[src/logic/dmas_pkg.sv]
// package for the data memory addressing and status register core
package dmas_pkg;
   // special function register addresses
   localparam logic [7:0] ADDR_INDIRECT_FIRST  = 8'h00;
   localparam logic [7:0] ADDR_POINTER_FIRST   = 8'h01;
   localparam logic [7:0] ADDR_INDIRECT_SECOND = 8'h02;
   localparam logic [7:0] ADDR_POINTER_SECOND  = 8'h03;
   localparam logic [7:0] ADDR_BANK_SELECT     = 8'h04;
   localparam logic [7:0] ADDR_ACCUMULATOR     = 8'h05;
   localparam logic [7:0] ADDR_PC_LOW          = 8'h06;
   localparam logic [7:0] ADDR_TABLE_LOW       = 8'h07;
   localparam logic [7:0] ADDR_TABLE_HIGH_BYTE = 8'h08;
   localparam logic [7:0] ADDR_TABLE_PTR_HIGH  = 8'h09;
   localparam logic [7:0] ADDR_CPU_FLAGS       = 8'h0A;
   // first general purpose address; below it lies the special area
   localparam logic [7:0] ADDR_GP_BASE         = 8'h80;
   // cpu_flags field positions
   localparam int FLAG_CARRY    = 0;
   localparam int FLAG_NIBBLE   = 1;
   localparam int FLAG_ZERO     = 2;
   localparam int FLAG_OVERFLOW = 3;
   localparam int FLAG_SLEEP    = 4;
   localparam int FLAG_EXPIRED  = 5;
   // reset values
   localparam logic [7:0] RESET_BYTE      = 8'h00;
   localparam logic       RESET_BANK_BIT  = 1'b0;
   localparam logic [5:0] RESET_FLAGS     = 6'h00;
   // alu operations
   typedef enum logic [2:0] {
      DMAS_ALU_PASS,
      DMAS_ALU_ADD,
      DMAS_ALU_SUB,
      DMAS_ALU_AND,
      DMAS_ALU_OR,
      DMAS_ALU_XOR,
      DMAS_ALU_RLC,
      DMAS_ALU_RRC
   } dmas_alu_type;
endpackage
[src/logic/dmas_alu.sv]
// 8-bit alu with carry, nibble carry, zero and overflow results
`timescale 1ns/100ps
module dmas_alu
   import dmas_pkg::*;
(
   // operands
   input  wire logic [7:0]   op_a,
   input  wire logic [7:0]   op_b,
   input  wire logic         carry_in,
   input  wire dmas_alu_type op_sel,
   // results
   output logic [7:0]        result,
   output logic              carry_out,
   output logic              nibble_out,
   output logic              zero_out,
   output logic              overflow_out
);
   logic [8:0] sum;
   logic [4:0] low;
   logic [7:0] lsum;
   always_comb begin
      sum          = 9'h000;
      low          = 5'h00;
      lsum         = 8'h00;
      result       = op_a;
      carry_out    = carry_in;
      nibble_out   = 1'b0;
      overflow_out = 1'b0;
      unique case (op_sel)
         DMAS_ALU_PASS: result = op_b;
         DMAS_ALU_ADD, DMAS_ALU_SUB: begin
            // subtraction is a plus ~b plus one; carry set means no borrow
            sum          = {1'b0, op_a} + {1'b0, (op_sel == DMAS_ALU_SUB) ? ~op_b : op_b}
                           + {8'h00, op_sel == DMAS_ALU_SUB}; // see RQ13
            low          = {1'b0, op_a[3:0]} + {1'b0, (op_sel == DMAS_ALU_SUB) ? ~op_b[3:0] : op_b[3:0]}
                           + {4'h0, op_sel == DMAS_ALU_SUB}; // see RQ14
            lsum         = {1'b0, op_a[6:0]} + {1'b0, (op_sel == DMAS_ALU_SUB) ? ~op_b[6:0] : op_b[6:0]}
                           + {7'h00, op_sel == DMAS_ALU_SUB};
            result       = sum[7:0];
            carry_out    = sum[8];
            nibble_out   = low[4];
            overflow_out = lsum[7] ^ sum[8]; // see RQ16
         end
         DMAS_ALU_AND: result = op_a & op_b;
         DMAS_ALU_OR:  result = op_a | op_b;
         DMAS_ALU_XOR: result = op_a ^ op_b;
         DMAS_ALU_RLC: begin
            result    = {op_a[6:0], carry_in};
            carry_out = op_a[7]; // see RQ13
         end
         DMAS_ALU_RRC: begin
            result    = {carry_in, op_a[7:1]};
            carry_out = op_a[0];
         end
      endcase
      zero_out = (result == 8'h00); // see RQ15
   end
endmodule

[src/logic/dmas_core.sv]
// special function register core: indirect ports, banks, accumulator, pc low, table, flags
`timescale 1ns/100ps
// How it works
// RQ1 - indirect port accesses act on pointed location
// RQ2 - first pair bank 0, second uses bank
// RQ3 - pointer at indirect port: read zero, write ignored
// RQ4 - pointers are plain readable writable 8-bit registers
// RQ5 - direct accesses always go to bank 0
// RQ6 - bank_select bit 0 only, rest zero
// RQ7 - resets clear bank except sleep watchdog reset
// RQ8 - special registers same in every bank
// RQ9 - pc low write jumps in page, dummy cycle
// RQ10 - table read: high byte kept, low to destination
// RQ11 - alu results land in accumulator only; with alu_to_mem the code writes them to the addressed location instead
// RQ12 - flag writes spare sleep and expired flags
// RQ13 - carry from add, no borrow, rotates
// RQ14 - nibble carry from low nibble
// RQ15 - zero flag when result is zero
// RQ16 - overflow when carry in differs from out
// RQ17 - sleep flag: power-up/clear low, halt high
// RQ18 - expired flag: clear, halt low, timeout high
// RQ19 - flags never pushed on call or interrupt
// RQ20 - flag bit layout, bits 7 and 6 zero
// RQ21 - per-flag write enables from instruction core
module dmas_core
   import dmas_pkg::*;
#(
   parameter int PC_WIDTH = 11
)
(
   // clock and reset
   input  wire logic                 clk_sys,
   input  wire logic                 rst_n,
   // reset cause from the system, sampled only with soft_reset; rst_n clears the bank regardless
   input  wire logic                 soft_reset,
   input  wire logic                 wake_timeout_reset,
   // data memory access from instruction core
   input  wire logic                 mem_rd,
   input  wire logic                 mem_wr,
   input  wire logic [7:0]           mem_addr,
   input  wire logic [7:0]           mem_wdata,
   output logic [7:0]                mem_rdata,
   // alu request
   input  wire logic                 alu_go,
   input  wire dmas_alu_type         alu_op,
   input  wire logic                 alu_src_mem,
   input  wire logic [7:0]           alu_imm,
   input  wire logic                 alu_to_mem,
   input  wire logic [3:0]           flag_wr_en,
   // system events
   input  wire logic                 halt_exec,
   input  wire logic                 watchdog_clear_instruction,
   input  wire logic                 watchdog_timeout,
   // table read
   input  wire logic                 table_go,
   input  wire logic [15:0]          table_data,
   output logic [15:0]               table_addr,
   // program counter page jump
   output logic                      pc_load,
   output logic [PC_WIDTH-1:0]       pc_target,
   input  wire logic [PC_WIDTH-1:0]  pc_now,
   output logic                      dummy_cycle,
   // visible state
   output logic [7:0]                accumulator,
   output logic [7:0]                cpu_flags
);
   localparam int GP_DEPTH = 128;

   typedef struct packed {
      logic [7:0]          pointer_first;
      logic [7:0]          pointer_second;
      logic                bank_select_bit;
      logic [7:0]          accumulator;
      logic [7:0]          table_pointer_low;
      logic [7:0]          table_pointer_high;
      logic [7:0]          table_read_high_byte;
      logic                carry;
      logic                nibble_carry_flag;
      logic                zero;
      logic                signed_overflow_flag;
      logic                sleep_flag;
      logic                watchdog_expired_flag;
      logic [7:0]          mem_rdata;
      logic                pc_load;
      logic [PC_WIDTH-1:0] pc_target;
      logic                dummy_cycle;
      logic [15:0]         table_addr;
   } dmas_state_type;

   dmas_state_type state_reg;
   dmas_state_type state_next;
   logic [7:0]     gp_mem [0:2*GP_DEPTH-1];

   // effective address resolution
   logic       is_ind_first;
   logic       is_ind_second;
   logic [7:0] eff_addr;
   logic       eff_bank;
   logic       eff_null;
   logic       eff_gp;
   logic [7:0] sfr_rdata;
   logic [7:0] rd_value;
   logic [7:0] flags_view;
   logic [7:0] alu_b;
   logic [7:0] alu_res;
   logic       alu_c;
   logic       alu_ac;
   logic       alu_z;
   logic       alu_ov;
   logic       wr_any;
   logic [7:0] wr_value;
   logic       gp_we;
   logic [7:0] gp_index;

   dmas_alu u_alu (
      .op_a         (state_reg.accumulator),
      .op_b         (alu_b),
      .carry_in     (state_reg.carry),
      .op_sel       (alu_op),
      .result       (alu_res),
      .carry_out    (alu_c),
      .nibble_out   (alu_ac),
      .zero_out     (alu_z),
      .overflow_out (alu_ov)
   );

   always_comb begin
      is_ind_first  = (mem_addr == ADDR_INDIRECT_FIRST);
      is_ind_second = (mem_addr == ADDR_INDIRECT_SECOND);
      eff_addr      = mem_addr;
      eff_bank      = 1'b0; // see RQ5
      if (is_ind_first) begin
         eff_addr = state_reg.pointer_first; // see RQ1
         eff_bank = 1'b0; // see RQ2
      end else if (is_ind_second) begin
         eff_addr = state_reg.pointer_second;
         eff_bank = state_reg.bank_select_bit; // see RQ2
      end
      // pointer naming an indirect port reaches nothing
      eff_null = (is_ind_first || is_ind_second)
                 && (eff_addr == ADDR_INDIRECT_FIRST || eff_addr == ADDR_INDIRECT_SECOND); // see RQ3
      eff_gp   = (eff_addr >= ADDR_GP_BASE);
      gp_index = {eff_bank, eff_addr[6:0]};
   end

   always_comb begin
      flags_view = {2'b00, state_reg.watchdog_expired_flag, state_reg.sleep_flag,
                    state_reg.signed_overflow_flag, state_reg.zero,
                    state_reg.nibble_carry_flag, state_reg.carry}; // see RQ20
      // special area decodes alike in every bank
      unique case (eff_addr) // see RQ8
         ADDR_POINTER_FIRST:   sfr_rdata = state_reg.pointer_first; // see RQ4
         ADDR_POINTER_SECOND:  sfr_rdata = state_reg.pointer_second;
         ADDR_BANK_SELECT:     sfr_rdata = {7'h00, state_reg.bank_select_bit}; // see RQ6
         ADDR_ACCUMULATOR:     sfr_rdata = state_reg.accumulator;
         ADDR_PC_LOW:          sfr_rdata = pc_now[7:0];
         ADDR_TABLE_LOW:       sfr_rdata = state_reg.table_pointer_low;
         ADDR_TABLE_HIGH_BYTE: sfr_rdata = state_reg.table_read_high_byte;
         ADDR_TABLE_PTR_HIGH:  sfr_rdata = state_reg.table_pointer_high;
         ADDR_CPU_FLAGS:       sfr_rdata = flags_view;
         default:              sfr_rdata = RESET_BYTE;
      endcase
      if (eff_null)
         rd_value = RESET_BYTE; // see RQ3
      else if (eff_gp)
         rd_value = gp_mem[gp_index];
      else
         rd_value = sfr_rdata;
      alu_b = alu_src_mem ? rd_value : alu_imm;
   end

   always_comb begin
      state_next             = state_reg;
      state_next.pc_load     = 1'b0;
      state_next.dummy_cycle = 1'b0;
      // alu results go to the accumulator or back to the read location
      wr_any   = mem_wr || (alu_go && alu_to_mem);
      wr_value = alu_go ? alu_res : mem_wdata;
      if (mem_rd)
         state_next.mem_rdata = rd_value;
      if (alu_go && !alu_to_mem)
         state_next.accumulator = alu_res; // see RQ11
      if (table_go) begin
         state_next.table_read_high_byte = table_data[15:8]; // see RQ10
         state_next.mem_rdata            = table_data[7:0];
      end
      state_next.table_addr = {state_next.table_pointer_high, state_next.table_pointer_low};
      gp_we = wr_any && !eff_null && eff_gp;
      if (wr_any && !eff_null && !eff_gp) begin
         unique case (eff_addr)
            ADDR_POINTER_FIRST:  state_next.pointer_first  = wr_value; // see RQ4
            ADDR_POINTER_SECOND: state_next.pointer_second = wr_value;
            ADDR_BANK_SELECT:    state_next.bank_select_bit = wr_value[0]; // see RQ6
            ADDR_ACCUMULATOR:    state_next.accumulator    = wr_value;
            ADDR_PC_LOW: begin
               state_next.pc_load     = 1'b1; // see RQ9
               state_next.pc_target   = {pc_now[PC_WIDTH-1:8], wr_value};
               state_next.dummy_cycle = 1'b1;
            end
            ADDR_TABLE_LOW:       state_next.table_pointer_low    = wr_value;
            ADDR_TABLE_HIGH_BYTE: state_next.table_read_high_byte = wr_value;
            ADDR_TABLE_PTR_HIGH:  state_next.table_pointer_high   = wr_value;
            ADDR_CPU_FLAGS: begin
               // system flags are read only here
               state_next.carry                = wr_value[FLAG_CARRY]; // see RQ12
               state_next.nibble_carry_flag    = wr_value[FLAG_NIBBLE];
               state_next.zero                 = wr_value[FLAG_ZERO];
               state_next.signed_overflow_flag = wr_value[FLAG_OVERFLOW];
            end
            default: ;
         endcase
         state_next.table_addr = {state_next.table_pointer_high, state_next.table_pointer_low};
      end
      // arithmetic flags follow the alu, each only when enabled
      if (alu_go) begin
         if (flag_wr_en[FLAG_CARRY])    state_next.carry                = alu_c; // see RQ21 see RQ13
         if (flag_wr_en[FLAG_NIBBLE])   state_next.nibble_carry_flag    = alu_ac; // see RQ14
         if (flag_wr_en[FLAG_ZERO])     state_next.zero                 = alu_z; // see RQ15
         if (flag_wr_en[FLAG_OVERFLOW]) state_next.signed_overflow_flag = alu_ov; // see RQ16
      end
      if (watchdog_clear_instruction) begin
         state_next.sleep_flag            = 1'b0; // see RQ17
         state_next.watchdog_expired_flag = 1'b0; // see RQ18
      end
      if (halt_exec) begin
         state_next.sleep_flag            = 1'b1;
         state_next.watchdog_expired_flag = 1'b0;
      end
      // a timeout in the same cycle as a clear still sets
      if (watchdog_timeout)
         state_next.watchdog_expired_flag = 1'b1; // see RQ18
      // warm reset: bank cleared unless it is a timeout out of sleep
      if (soft_reset && !wake_timeout_reset)
         state_next.bank_select_bit = RESET_BANK_BIT; // see RQ7
      // no push of the flags is offered to call or interrupt logic; see RQ19
   end

   always_ff @(posedge clk_sys) begin
      if (gp_we)
         gp_mem[gp_index] <= wr_value;
   end

   always_ff @(posedge clk_sys or negedge rst_n) begin
      if (!rst_n) begin
         state_reg <= '0; // see RQ7 see RQ17 see RQ18
      end else begin
         state_reg <= state_next;
      end
   end

   assign mem_rdata   = state_reg.mem_rdata;
   assign accumulator = state_reg.accumulator;
   assign cpu_flags   = {2'b00, state_reg.watchdog_expired_flag, state_reg.sleep_flag,
                         state_reg.signed_overflow_flag, state_reg.zero,
                         state_reg.nibble_carry_flag, state_reg.carry};
   assign table_addr  = state_reg.table_addr;
   assign pc_load     = state_reg.pc_load;
   assign pc_target   = state_reg.pc_target;
   assign dummy_cycle = state_reg.dummy_cycle;
endmodule

[config.mk]
export PLATFORM = sky130hd
export DESIGN_NAME = dmas_core
export DESIGN_NICKNAME = d
export VERILOG_FILES = /design/src/logic/dmas_pkg.sv /design/src/logic/dmas_alu.sv /design/src/logic/dmas_core.sv
export SDC_FILE = /design/constraint.sdc
export NUM_CORES = 2
export LEC_CHECK = 0
export BUFFER_PORTS_ARGS = -buffer_cell sky130_fd_sc_hd__buf_2
export CAP_MARGIN = 20
export CORE_MARGIN = 5
export CORE_UTILIZATION = 35
export CTS_CLUSTER_DIAMETER = 60
export DETAILED_ROUTE_END_ITERATION = 8
export SLEW_MARGIN = 40
export SYNTH_ARGS = -nofsm -noshare
export SYNTH_HDL_FRONTEND = slang
export SYNTH_SLANG_ARGS = --single-unit
export TNS_END_PERCENT = 10
[constraint.sdc]
create_clock -name clk_sys -period 17.8 [get_ports clk_sys]
set_input_delay 2.67 -clock clk_sys [delete_from_list [all_inputs] [get_ports clk_sys]]
set_output_delay 2.67 -clock clk_sys [all_outputs]
set_load 0.1 [all_outputs]
==> impl_metrics.json <==
{
  "status": "finished, final reports clean",
  "synth_cell_types": 105,
  "synth_cells": 6720,
  "vdd.ir_drop.worst_v": 0.0000801,
  "setup-tns-final_ns": 0,
  "clock.fmax_mhz": 85.1,
  "dp_cells": 9807,
  "min_period_ns": 11.75,
  "hold_buffers": 0,
  "fin_cells": 10200,
  "ant_nets": 0,
  "synthArstFlopShare_pct": 4.25,
  "die_w_um": 516,
  "place_congestion": 0.948,
  "r2r-start": "state_reg[85]$_DFFE_PN0P_",
  "cts_tree": "yes",
  "grt_pass1_vias": 56200,
  "rsz0062_at_grt": "false",
  "largest_reg_flops": 2048,
  "routed_wirelength_mm": 293,
  "grt_overflow": 0,
  "cts.sinks": 2139,
  "cts_resized": 0,
  "p_leak_nw": 33.3,
  "hold_start": "pc_target[0]$_DFFE_PN0P_",
  "hold_path.class": "reg -> reg",
  "insertion_delay_ns": 0.90,
  "post-cts-setup-buffer-count": 0,
  "dpl_cell_area_mm2": 0.0936,
  "nets": 6753,
  "cp_max_fo": 129,
  "antenna_found_initial": 11,
  "yosysWarningCount": 0,
  "via_per_inst": 5.90,
  "cp-end-kind": "flip-flop",
  "period_share_pct": 66.0,
  "cts-root-buf": "clkbuf_16",
  "cts_buffer_depth": 3,
  "worst_pin_slew_ns": 1.04,
  "initial_core_util_pct": 35.2,
  "grt_max_degree": 185,
  "criticalPathCategory": "in -> reg",
  "drt_iter0_markers": 8233,
  "first_pass_iters": 9,
  "die_height_um": 516,
  "critPathRequiredTime_ns": 18.36,
  "routedWlPerCell_um": 28.7,
  "hold_ws_ns": 0.475,
  "htreeDepth": 4,
  "fin_skew_ns": 0.0533,
  "vias": 60200,
  "stdcell_area_mm2": 0.101,
  "cts_made_buffers": 214,
  "rows": 185,
  "crit_path_max_incr_delay_ns": 0.82,
  "io_pins": 124,
  "fin_util_pct": 39.6,
  "synth.avg_cell_area_um2": 13.3,
  "cp_num_buf_inv": 7,
  "core-area_mm2": 0.255,
  "die_area_mm2": 0.266,
  "crit_top_cell": "buf_4",
  "drive_gt1_share_pct": 14.0,
  "hold_viol": 0,
  "area_growth_pct": 12.3,
  "slew_headroom_pct": 30.5,
  "ys.flop_type": "edfxtp_1",
  "arrival_ns": 12.31,
  "portBuffers": 121,
  "critical-path-slowest-cell": "o21ai_0",
  "setup_violations": 0,
  "cts.clk_slew.worst_paths_ns": 0.06,
  "synth_seq_cells": 2139,
  "ff2ff_setup_slack_ns": 7.76,
  "grt.total_usage_pct": 21.4,
  "grt_pass1_wl_mm": 419,
  "p_per_area_mw_per_mm2": 112,
  "synth_edf_count": 2048,
  "cp-start-kind": "input port",
  "drcViolationCount": 0,
  "netlist_area_mm2": 0.0897,
  "maxSlewViolCount": 0,
  "maxCapViolCount": 0,
  "dp_hpwl_mm": 177,
  "ys_seq_area_share_pct": 71.1,
  "crit_family": "buffers and inverters",
  "crit_start": "mem_addr[2]"
}
## cell usage after synthesis, types with 12 or more instances
cell       count  area share, %
a2111oi_0     18           0.18
a211oi_1     250            2.1
a21o_1        14           0.12
a21oi_1      140           0.78
a22oi_1       19           0.16
a311oi_1     257            2.5
a31o_2        14           0.14
a31oi_1      120           0.84
and3_1       294            2.1
buf_1         28           0.12
buf_2        193            1.1
buf_4        137            1.1
buf_6         32           0.40
clkbuf_1     174           0.73
dfrtp_1       91            2.5
edfxtp_1    2048             69
ha_1          23           0.32
inv_1         36           0.15
mux2_2        41           0.51
mux2i_1      116            1.3
mux4_2        21           0.53
nand2_1     1379            5.8
nand3_1      335            1.9
nand4_1       12          0.084
nor2_1       362            1.5
nor3_1        71           0.40
nor4_1        44           0.31
o211ai_1      20           0.17
o21ai_0      109           0.61
o221ai_1      16           0.16
o22ai_1       58           0.40
o31ai_1       14           0.12
## per-stage QoR
| step | power, W | setup WS [ns] |
|---|---|---|
| 2_1_floorplan | 0.00655 | 2.81 |
| 4_1_cts | 0.0113 | 6.53 |
| 6_report | 0.0113 | 6.05 |
| 3_5_place_dp | 0.00692 | 5.64 |
| 3_3_place_gp | 0.00689 | 4.79 |
| 5_1_grt | 0.0116 | 5.85 |
## path summary, 6_finish.rpt
path                                        endpoint  cells after the start
setup / recovery            gp_mem[229][6]$_DFFE_PP_                     30
max in group asynchronous  state_reg[78]$_DFFE_PN0P_                      2
hold / removal              pc_target[0]$_DFFE_PN0P_                      2
min in group asynchronous  state_reg[64]$_DFFE_PN0P_                      1
hold reg to reg             pc_target[0]$_DFFE_PN0P_                      2
setup reg to reg            gp_mem[229][6]$_DFFE_PP_                     29
## where the power goes
| group | internal, W | switching (W) |
|---|---|---|
| clock network | 0.00249 | 0.00196 |
| logic | 0.000234 | 0.000857 |
| registers | 0.00573 | 0.0000288 |
| total | 0.00845 | 0.00285 |
## cell usage in the layout (no fill, tap or decap), types with 34 or more instances in the layout
cell type	n
nor4_1	34
clkbuf_1	50
nor2_2	218
a211oi_1	248
clkbuf_16	217
nor3_1	66
a21oi_1	138
nand2_1	1369
o22ai_1	57
a31oi_1	116
dfrtp_1	91
nand3_1	335
mux2i_1	116
mux2_2	41
nor2_1	140
clkinv_1	54
and3_1	294
edfxtp_1	2048
o21ai_0	93
buf_4	129
a311oi_1	256
buf_2	121
## kinds of logic (layout without fill, tap and decap cells)
kind of cell             count (synthesis)  in the layout  share of synthesized area, %
AO/OA/AOI/OAI                         1189           1189                          9.75
XOR/XNOR                                13             13                         0.127
adder cells (fa/ha/maj)                 24             24                         0.343
buffers and inverters                  602            716                          3.64
flip-flops                            2139           2139                          71.1
multiplexers                           183            183                          2.41
other                                    1             10                       0.00418
AND/OR/NAND/NOR                       2569           2569                          12.6
## worst min-delay path: cells and delay by family, from the launching register on
kind | cells | cell delay (ns)
compound gates | 1 | 0.06
flops | 1 | 0.34
simple gates | 1 | 0.05
## cell type report
type                            instances  area (um^2)
Multi-Input combinational cell       3980        23500
Fill cell                           23500       154000
Inverter                               37          179
Sequential cell                      2139        63800
Antenna cell                            8         20.0
Clock inverter                        121         1130
Clock buffer                          272         5690
Timing Repair Buffer                  286         2230
Tap cell                             3366         4210
## metal layers
layer  routed length, um  vias to the layer above  GRT usage (%)
li1                    -                    25500              -
met5                  68                        -              0
met3               34600                      688           6.28
met4               15300                       10           9.90
met2              129000                     3628           32.0
met1              114000                    30400           28.7
Note: power is estimated with default switching activity, not from simulation.
